File: src/verilog/hpcfg_map.svh
`ifndef HPCFG_MAP_SVH
`define HPCFG_MAP_SVH
`define HPCFG_OFS_OPT2 8'h07
`define HPCFG_OFS_FIXED 8'h08
`define HPCFG_OFS_SP_OFF 8'h09
`define HPCFG_OFS_BP_OFF 8'h0a
`define HPCFG_OFS_SP_MAX 8'h0b
`define HPCFG_OFS_BP_MAX 8'h0c
`define HPCFG_BIT_AUTO 7
`define HPCFG_BIT_OCD_HI 5
`define HPCFG_BIT_OCD_LO 4
`define HPCFG_BIT_COMPOUND 3
`define HPCFG_OPT2_WMASK 8'hb8
`define HPCFG_PORT_WMASK 8'hfe
`define HPCFG_RST_OPT2 8'h90
`define HPCFG_RST_FIXED 8'h00
`define HPCFG_RST_SP_OFF 8'h00
`define HPCFG_RST_BP_OFF 8'h00
`define HPCFG_RST_SP_MAX 8'h01
`define HPCFG_RST_BP_MAX 8'h64
`define HPCFG_CLK_KHZ 10000
`define HPCFG_OCD0_US 100
`define HPCFG_OCD1_US 2000
`define HPCFG_OCD2_US 4000
`define HPCFG_OCD3_US 6000
`define HPCFG_US2CYC(us) (((us) * `HPCFG_CLK_KHZ) / 1000)
`endif

File: src/verilog/hpcfg_pkg.sv
package hpcfg_pkg;
   typedef enum logic [1:0] {
      HPCFG_OCD_0P1MS,
      HPCFG_OCD_2MS,
      HPCFG_OCD_4MS,
      HPCFG_OCD_6MS
   } hpcfg_ocd_e;
   typedef struct packed {
      logic we;
      logic [7:0] addr;
      logic [7:0] wdata;
   } hpcfg_wr_s;
   typedef struct packed {
      logic [7:0] port_off;
      logic [7:0] port_fixed;
      logic [7:0] max_draw;
      logic compound;
      logic self_powered;
   } hpcfg_cfg_s;
endpackage

File: src/verilog/hpcfg_bank.sv
`timescale 1ns/1ns
`default_nettype none
`include "hpcfg_map.svh"
module hpcfg_bank
   import hpcfg_pkg::*;
#(
   parameter int PORTS = 7,
   parameter int CW = 16
)
(
   input wire logic clk_i,                 // Core clock.
   input wire logic reset_i,               // Asynchronous reset, high.
   input wire hpcfg_wr_s wr_i,             // Byte write from loader.
   input wire logic [7:0] rd_addr_i,       // Byte read address.
   output logic [7:0] rd_data_o,           // Registered read data.
   input wire logic power_source_select_i, // Configured self(1)/bus(0).
   input wire logic local_supply_sense_i,  // Local supply pin, async.
   input wire logic [PORTS:1] oc_raw_i,    // Port overcurrent pins, async.
   output hpcfg_cfg_s cfg_o,               // Settings in effect.
   output logic [PORTS:1] port_enable_o,   // Port available.
   output logic [PORTS:1] oc_flag_o,       // Filtered overcurrent.
   output logic mode_change_o              // Pulse on power mode change.
);
   logic [7:0] opt2_reg, opt2_next;
   logic [7:0] fixed_reg, fixed_next;
   logic [7:0] sp_off_reg, sp_off_next;
   logic [7:0] bp_off_reg, bp_off_next;
   logic [7:0] sp_max_reg, sp_max_next;
   logic [7:0] bp_max_reg, bp_max_next;
   logic [7:0] rd_reg, rd_next;
   logic self_reg, self_next;
   hpcfg_cfg_s cfg_reg, cfg_next;
   logic chg_reg, chg_next;
   logic [PORTS:1] oc_sync;
   logic sense_sync;
   logic mode_self;
   logic [7:0] off_sel;

   hpcfg_sync u_sense_sync (
      .clk_i(clk_i),
      .reset_i(reset_i),
      .d_i(local_supply_sense_i),
      .q_o(sense_sync)
   );

   genvar g;
   generate
      for (g = 1; g <= PORTS; g++)
      begin : g_port
         hpcfg_sync u_oc_sync (
            .clk_i(clk_i),
            .reset_i(reset_i),
            .d_i(oc_raw_i[g]),
            .q_o(oc_sync[g])
         );
         hpcfg_oc_filter #(.CW(CW)) u_oc_filt (
            .clk_i(clk_i),
            .reset_i(reset_i),
            .raw_i(oc_sync[g]),
            .sel_i(hpcfg_ocd_e'(opt2_reg[`HPCFG_BIT_OCD_HI:`HPCFG_BIT_OCD_LO])),
            .flag_o(oc_flag_o[g])
         );
      end
   endgenerate

   // Register writes; reserved bits are forced to zero on entry.
   always_comb
   begin
      opt2_next = opt2_reg;
      fixed_next = fixed_reg;
      sp_off_next = sp_off_reg;
      bp_off_next = bp_off_reg;
      sp_max_next = sp_max_reg;
      bp_max_next = bp_max_reg;
      if (wr_i.we)
      begin
         case (wr_i.addr)
            `HPCFG_OFS_OPT2: opt2_next = wr_i.wdata & `HPCFG_OPT2_WMASK;
            `HPCFG_OFS_FIXED: fixed_next = wr_i.wdata & `HPCFG_PORT_WMASK;
            `HPCFG_OFS_SP_OFF: sp_off_next = wr_i.wdata & `HPCFG_PORT_WMASK;
            `HPCFG_OFS_BP_OFF: bp_off_next = wr_i.wdata & `HPCFG_PORT_WMASK;
            `HPCFG_OFS_SP_MAX: sp_max_next = wr_i.wdata;
            `HPCFG_OFS_BP_MAX: bp_max_next = wr_i.wdata;
            default: ;
         endcase
      end
      case (rd_addr_i)
         `HPCFG_OFS_OPT2: rd_next = opt2_reg;
         `HPCFG_OFS_FIXED: rd_next = fixed_reg;
         `HPCFG_OFS_SP_OFF: rd_next = sp_off_reg;
         `HPCFG_OFS_BP_OFF: rd_next = bp_off_reg;
         `HPCFG_OFS_SP_MAX: rd_next = sp_max_reg;
         `HPCFG_OFS_BP_MAX: rd_next = bp_max_reg;
         default: rd_next = 8'h00;
      endcase
   end

   // Power mode: sense pin when auto switching is on, else the select bit.
   always_comb
   begin
      if (opt2_reg[`HPCFG_BIT_AUTO])
         mode_self = sense_sync;
      else
         mode_self = power_source_select_i;
      self_next = mode_self;
      // The pulse lines up with the edge at which cfg_o shows the new mode.
      chg_next = (self_reg != cfg_reg.self_powered);
      off_sel = self_reg ? sp_off_reg : bp_off_reg;
      cfg_next.self_powered = self_reg;
      cfg_next.port_off = off_sel & `HPCFG_PORT_WMASK;
      cfg_next.port_fixed = fixed_reg & `HPCFG_PORT_WMASK;
      cfg_next.max_draw = self_reg ? sp_max_reg : bp_max_reg;
      cfg_next.compound = opt2_reg[`HPCFG_BIT_COMPOUND];
   end

   always_ff @(posedge clk_i or posedge reset_i)
   begin
      if (reset_i)
      begin
         opt2_reg <= `HPCFG_RST_OPT2;
         fixed_reg <= `HPCFG_RST_FIXED;
         sp_off_reg <= `HPCFG_RST_SP_OFF;
         bp_off_reg <= `HPCFG_RST_BP_OFF;
         sp_max_reg <= `HPCFG_RST_SP_MAX;
         bp_max_reg <= `HPCFG_RST_BP_MAX;
         rd_reg <= 8'h00;
         self_reg <= 1'b0;
         chg_reg <= 1'b0;
         cfg_reg <= '0;
      end
      else
      begin
         opt2_reg <= opt2_next;
         fixed_reg <= fixed_next;
         sp_off_reg <= sp_off_next;
         bp_off_reg <= bp_off_next;
         sp_max_reg <= sp_max_next;
         bp_max_reg <= bp_max_next;
         rd_reg <= rd_next;
         self_reg <= self_next;
         chg_reg <= chg_next;
         cfg_reg <= cfg_next;
      end
   end

   assign rd_data_o = rd_reg;
   assign cfg_o = cfg_reg;
   assign port_enable_o = ~cfg_reg.port_off[PORTS:1];
   assign mode_change_o = chg_reg;
endmodule // hpcfg_bank
`default_nettype wire

File: src/verilog/hpcfg_oc_filter.sv
`timescale 1ns/1ns
`default_nettype none
`include "hpcfg_map.svh"
module hpcfg_oc_filter
   import hpcfg_pkg::*;
#(
   parameter int CW = 16
)
(
   input wire logic clk_i,        // Core clock.
   input wire logic reset_i,      // Asynchronous reset.
   input wire logic raw_i,        // Synchronised overcurrent level.
   input wire hpcfg_ocd_e sel_i,  // Filter delay choice.
   output logic flag_o            // Filtered overcurrent level.
);
   localparam logic [CW-1:0] C0 = CW'(`HPCFG_US2CYC(`HPCFG_OCD0_US));
   localparam logic [CW-1:0] C1 = CW'(`HPCFG_US2CYC(`HPCFG_OCD1_US));
   localparam logic [CW-1:0] C2 = CW'(`HPCFG_US2CYC(`HPCFG_OCD2_US));
   localparam logic [CW-1:0] C3 = CW'(`HPCFG_US2CYC(`HPCFG_OCD3_US));
   logic [CW-1:0] cnt_reg;
   logic [CW-1:0] cnt_next;
   logic flag_reg;
   logic flag_next;
   logic [CW-1:0] limit;
   always_comb
   begin
      case (sel_i)
         HPCFG_OCD_0P1MS: limit = C0;
         HPCFG_OCD_2MS: limit = C1;
         HPCFG_OCD_4MS: limit = C2;
         HPCFG_OCD_6MS: limit = C3;
         default: limit = C1;
      endcase
      cnt_next = cnt_reg;
      flag_next = flag_reg;
      if (!raw_i)
      begin
         cnt_next = '0;
         flag_next = 1'b0;
      end
      else if (cnt_reg >= limit)
         flag_next = 1'b1;
      else
         cnt_next = cnt_reg + 1'b1;
   end
   always_ff @(posedge clk_i or posedge reset_i)
   begin
      if (reset_i)
      begin
         cnt_reg <= '0;
         flag_reg <= 1'b0;
      end
      else
      begin
         cnt_reg <= cnt_next;
         flag_reg <= flag_next;
      end
   end
   assign flag_o = flag_reg;
endmodule // hpcfg_oc_filter
`default_nettype wire

File: src/verilog/hpcfg_sync.sv
`timescale 1ns/1ns
`default_nettype none
module hpcfg_sync
   import hpcfg_pkg::*;
(
   input wire logic clk_i,   // Core clock.
   input wire logic reset_i, // Asynchronous reset.
   input wire logic d_i,     // Level from outside the clock domain.
   output logic q_o          // Synchronised level.
);
   logic meta_reg;
   logic sync_reg;
   always_ff @(posedge clk_i or posedge reset_i)
   begin
      if (reset_i)
      begin
         meta_reg <= 1'b0;
         sync_reg <= 1'b0;
      end
      else
      begin
         meta_reg <= d_i;
         sync_reg <= meta_reg;
      end
   end
   assign q_o = sync_reg;
endmodule // hpcfg_sync
`default_nettype wire
File: config.mk
export PLATFORM = sky130hd
export DESIGN_NAME = hpcfg_bank
export DESIGN_NICKNAME = d
export VERILOG_FILES = /design/src/verilog/hpcfg_pkg.sv /design/src/verilog/hpcfg_bank.sv /design/src/verilog/hpcfg_oc_filter.sv /design/src/verilog/hpcfg_sync.sv
export VERILOG_INCLUDE_DIRS = /design/src /design/src/verilog
export SDC_FILE = /design/constraint.sdc
export NUM_CORES = 1
export LEC_CHECK = 0
export BUFFER_PORTS_ARGS = -buffer_cell sky130_fd_sc_hd__buf_2
export CAP_MARGIN = 20
export CORE_ASPECT_RATIO = 0.9
export CORE_MARGIN = 3
export CORE_UTILIZATION = 35
export CTS_CLUSTER_DIAMETER = 30
export DETAILED_ROUTE_END_ITERATION = 8
export PLACE_DENSITY = 0.59
export SETUP_SLACK_MARGIN = 0.4
export SLEW_MARGIN = 20
export SYNTH_ARGS = -nofsm -noshare
export SYNTH_HDL_FRONTEND = slang
export SYNTH_SLANG_ARGS = --single-unit
File: constraint.sdc
create_clock -name clk_i -period 10.4 [get_ports clk_i]
set_input_delay 0.52 -clock clk_i [delete_from_list [all_inputs] [get_ports clk_i]]
set_output_delay 0.52 -clock clk_i [all_outputs]
set_load 0.02 [all_outputs]
Word-level counts from Yosys, hierarchy flattened
Index checks and enable logic that the tools add are counted.
{"block": "word_totals", "reg_bits": 210, "elab_cells": 129, "inputBits": 36, "out_inout_bits": 49}
{"block": "op_classes", "n_lt_le_gt_ge": 7, "n_reduce_logical": 7, "eq_ne": 30, "bitwise_logic": 1, "addsub": 7, "muxes": 33}
{"cell": "16-bit two-way mux", "count": 14}
{"cell": "16-bit by 1-bit adder with 16-bit output, second input constant", "count": 7}
{"cell": "16-bit >= comparator", "count": 7}
{"cell": "8-bit by 4-bit equality test with 1-bit output, second input constant", "count": 10}
{"cell": "16-bit case mux with 4 select lines", "count": 1}
{"cell": "8-bit case mux with 6 select lines", "count": 1}
{"cell": "8-bit by 3-bit equality test with 1-bit output, second input constant", "count": 2}
{"cell": "8-bit two-way mux", "count": 2}
{"cell": "1-bit two-way mux", "count": 15}
{"cell": "2-bit by 1-bit inequality test with 1-bit output, second input constant", "count": 7}
{"cell": "2-bit inequality test, second input constant", "count": 7}
{"cell": "2-bit AND reduction", "count": 6}
{"cell": "7-bit NOT", "count": 1}
{"cell": "2-bit equality test, second input constant", "count": 2}
{"cell": "2-bit by 1-bit equality test with 1-bit output, second input constant", "count": 1}
{"cell": "2-bit zero test", "count": 1}
{"cell": "1-bit inequality test", "count": 1}

Depth between registers and ports, before layout
{"block": "logic_depth", "word_depth": 5, "ltp_mapped": 15, "mapped_depth_nobuf": 12}

By module
A second synthesis with hierarchy kept.
{"block": "unflattened", "cells_unflattened": 1281, "hier_area_um2": 12854.8}
{"mod": "hpcfg_oc_filter (g_port[2].u_oc_filt ...)", "n_inst": 4, "area_each_um2": 1356.3, "seq_area_each_um2": 425.4, "cells_per_inst": 155}
{"mod": "hpcfg_bank", "n_inst": 1, "area_each_um2": 3146.8, "seq_area_each_um2": 1884.3, "cells_per_inst": 210}
{"mod": "hpcfg_oc_filter (g_port[7].u_oc_filt)", "n_inst": 1, "area_each_um2": 1335.0, "seq_area_each_um2": 425.4, "cells_per_inst": 148}
{"mod": "hpcfg_oc_filter (g_port[4].u_oc_filt)", "n_inst": 1, "area_each_um2": 1267.5, "seq_area_each_um2": 425.4, "cells_per_inst": 138}
{"mod": "hpcfg_oc_filter (g_port[1].u_oc_filt)", "n_inst": 1, "area_each_um2": 1249.9, "seq_area_each_um2": 425.4, "cells_per_inst": 141}
{"mod": "hpcfg_sync", "n_inst": 8, "area_each_um2": 53.8, "seq_area_each_um2": 50.0, "cells_per_inst": 3}

Worst setup path after synthesis
OpenSTA, ideal clock, no wires.
{"block": "synth_path", "kind": "register -> register", "start": "register opt2_reg[4]", "end": "register g_port[2].u_oc_filt.cnt_reg[8]", "path_stages_with_launch": 15, "synth_period_minus_slack_ns": 3.598, "slack_ns": 6.802, "t_arrival_ns": 3.520, "setup_time_ns": 0.078, "t_required_ns": 10.322, "path_buffers": 3, "path_cell_list": "dfstp_2 > inv_1 > ha_1 > buf_2 > buf_2 > nor2_1 > ha_1 > nand4_1 > or3b_1 > nor2_1 > a311o_1 > or2_1 > buf_2 > or4_1 > a21oi_1"}
{"block": "synth_via", "elab_chain_len": 4, "word_cells_on_any_way": 7, "cone_classes": "order compare: 1; eq/ne: 4; mux: 1; reduce/logical: 1"}
{"element": "start, declared", "line_no": "hpcfg_bank.sv:24", "rtl": "logic [7:0] opt2_reg, opt2_next;"}
{"element": "start signal, assigned", "line_no": "hpcfg_bank.sv:120", "rtl": "opt2_reg <= `HPCFG_RST_OPT2;"}
{"element": "start signal, assigned", "line_no": "hpcfg_bank.sv:133", "rtl": "opt2_reg <= opt2_next;"}
{"element": "2-bit equality test, or another cell as far along", "line_no": "hpcfg_oc_filter.sv:27", "rtl": "case (sel_i)"}
{"element": "16-bit case mux with 4 select lines *", "line_no": "hpcfg_oc_filter.sv:27"}
{"element": "16-bit >= comparator *", "line_no": "hpcfg_oc_filter.sv:41", "rtl": "else if (cnt_reg >= limit)"}
{"element": "2-bit inequality test (no line) *"}
{"element": "end signal, assigned", "line_no": "hpcfg_oc_filter.sv:55", "rtl": "cnt_reg <= cnt_next;"}
{"element": "end, declared", "line_no": "hpcfg_oc_filter.sv:20", "rtl": "logic [CW-1:0] cnt_reg;"}
Every way passes the cells marked *; elsewhere a longest branch is shown, timed or not. The select of a mux whose other input is x is not followed.
A chain may end at the register's enable or synchronous reset.

Worst setup path in the final report
{"block": "layout_path", "start": "register opt2_reg[4]", "end": "register g_port[2].u_oc_filt.cnt_reg[11]"}
Same word-level chain as after synthesis.

==> results.md <==
* Worst Path Max Fanout at 19
* Switching power total at 621 µW
* Internal power at 1990 µW
* Leak pwr at 0.00641 µW
* Post-DP HPWL at 18600 µm
* Critical path class: reg -> reg
* Clock latency on the worst-skew pair at 0.56 ns
* Antenna violations before repair at 1
* Register area share after synthesis at 0.444
* Sequential power share at 0.331
* Via/cell ratio at 5.33
* Worst hold path class: in -> reg
* Layout cells sized above 1 at 0.201
* Logic gate share of total power at 0.053
* Cts hold-fix bufs at 0
* Clock sinks at 210
* Pin count of the biggest net entering global routing at 132
* Main combinational cell family by area after synthesis: simple AND/OR/NAND/NOR gates
* GR Layer Usage met2 at 0.242
* CTS root buf: clkbuf_16
* Reg clk slew, reported paths at 0.05 ns
* Core Box Area at 0.0332 mm²
* Non-filler cells, final at 1751
* First-pass GRT wire length at 47800 µm
* Boundary pin count at 85
* Largest cells by area after synthesis: dfrtp_1 (43%), ha_1 (7.5%), mux2_2 (5.4%), nand2_1 (2.9%), a21oi_1 (2.3%)
* Remaining Overflow, GRT at 0
* MaxCap Viol Count at 0
* Mux cell area share after synthesis at 0.0685
* Fmax at 0.226 GHz
* CTS tree: built
* Port Buf Inserts at 82
* Die Y at 181 µm
* WL/cell at 16.3 µm
* Simple-Gate Fraction of Synth Area at 0.196
* Unrepaired setup endpoints after global routing: no
* Setup crit end kind: flip-flop
* Rows at 63
* Post-synthesis cell type count at 77
* Gate Count Post-Synth at 1169
* Clk_skew at 0.0304 ns
* Max H-tree Level at 2
* GR peak layer: met2
* NumNets Final at 1365
* Fin util at 0.433
* CTS Buf Count at 49
* Setup_tns at 0 ns
* Synth cell count leaders: dfrtp_1 (204), nand2_1 (92), ha_1 (71)
* Tmin final at 4.43 ns
* Synth-to-Final Area Change at 21.2%
* Critical path startpoint category: flip-flop
* Tot GR Track Use at 0.161
* Main synth FF type: dfrtp_1
* Adder-Cell Fraction of Synth Area at 0.0749
* Vias at 9338
* Initial DRC count at 606
* Die W at 200 µm
* Compound-Gate Fraction of Synth Area at 0.145
* Multi-input gate area at 0.00612 mm²
* Slew Viols, Final at 0
* First-pass DRT Iterations at 5
* XOR/XNOR share of the synthesized area at 0.0317
* PostCTS Resize Cnt at 0
* Synth async-reset ratio at 1.00
* DIE AREA at 0.0361 mm²
* Cell with the most instances after synthesis: dfrtp_1
* Post-Syn Area at 0.0119 mm²
* Synth warn at 0
* Worst-Margin Slew at 1.12 ns
* Status: finished, final reports clean
* VDD IR max at 0.000122 V
* Number of fill cells at 3111
* Switch share at 0.238
* Reg-to-reg setup timing slack at 5.97 ns
* Slew HR at 0.248
* Post-CTS setup buffer count at 0
* Bufs on Longest Clock Path at 3
* DRC viols at 0
* Seq cells post-synth at 210
* Fin crit share at 0.426
* Final wirelength at 28600 µm
* Inst Count DP at 1662
* Syn_area_per_cell at 10.1 µm²
* Area leader, netlist: dfrtp_1
* Final hold violations at 0
* Grt met3 use at 0.0331
* Max reg flops at 112
* Setup violations, final at 0
* Clock share of power at 0.615
* FF/Latch Area at 0.00526 mm²
* WP data arrival at 4.90 ns
* Post-synth EDFFs at 0
* Required @ worst endpoint at 10.88 ns
* Placer Congestion at 0.776
* Power Density at 182 mW/mm²
* Starting Density at 0.357
* Final ANT Viol Nets at 0
* Synth top area share at 0.431
* Met1 usage at 0.231
* Number of global-route vias before repair at 9194
-- worst max-delay path, stage by stage, from the launching register on --
cell     delay, ns
dfstp_2       0.60
inv_1         0.18
ha_1          0.55
nor2_1        0.66
ha_1          0.39
nand4_1       0.12
or3b_1        0.14
nor2_1        0.06
a311o_1       0.44
or2_1         0.47
or4_1         0.57
a21oi_1       0.16
-- stage by stage --
stage | instance area (µm²) | worst slack (ns) | power, µW | hold WS (ns)
2_1_floorplan | 11900 | 4.15 | 971 | 0.331
3_3_place_gp | 12600 | 6.08 | 1010 | 0.333
3_5_place_dp | 12600 | 5.95 | 1020 | 0.335
4_1_cts | 14400 | 5.92 | 2650 | 0.0391
5_1_grt | 14400 | 5.62 | 2720 | 0.0457
6_report | 14400 | 5.97 | 2610 | 0.0697
-- area by class of cell --
cell class / count / share of cell area
Clock inverter: 30 / 0.0320
Multi-Input combinational cell: 859 / 0.426
Antenna cell: 1 / 0.000174
Inverter: 51 / 0.0139
Tap cell: 455 / 0.0396
Timing Repair Buffer: 87 / 0.0314
Clock buffer: 58 / 0.0905
Sequential cell: 210 / 0.366
-- placed cells by master (no fill, tap or decap), drive strengths merged, types with 35 or more instances in the layout --
cell,n
a21oi,56
buf,87
clkbuf,58
dfrtp,204
ha,71
inv,53
mux2,57
nand2,93
nand3,45
nand4,35
nor2,59
o21ai,58
-- power groups by stage --
stage,combinational (µW),sequential (µW),clock [µW]
3_3_place_gp,138,877,0
6_report,139,866,1610
2_1_floorplan,95.8,875,0
5_1_grt,159,869,1690
4_1_cts,142,866,1640
3_5_place_dp,141,878,0
-- cell families after synthesis --
group | Yosys count
xor+xnor | 42
compound gates | 247
fa+ha+maj | 71
flops | 210
other cells | 1
mux | 74
buf+inv | 101
simple gates | 423
-- layer usage --
metal | vias to the layer above | wire length [µm]
li1 | 4476 | -
met5 | - | 0
met4 | 0 | 655
met1 | 4599 | 13900
met3 | 60 | 1320
met2 | 203 | 12700
-- path summary, 6_finish.rpt --
check,from,endpoint,cells past startpoint
worst min register to register,g_port[7].u_oc_sync.meta_reg,g_port[7].u_oc_sync.q_o,0
worst max register to register,opt2_reg[4],g_port[2].u_oc_filt.cnt_reg[11],11
min in group asynchronous,reset_i,g_port[5].u_oc_filt.flag_o,2
worst min-delay path,local_supply_sense_i,u_sense_sync.meta_reg,1
max in group asynchronous,reset_i,g_port[6].u_oc_filt.cnt_reg[0],3
worst max-delay path,opt2_reg[4],g_port[2].u_oc_filt.cnt_reg[11],11
No activity file was read; power rests on OpenSTA's default activity.
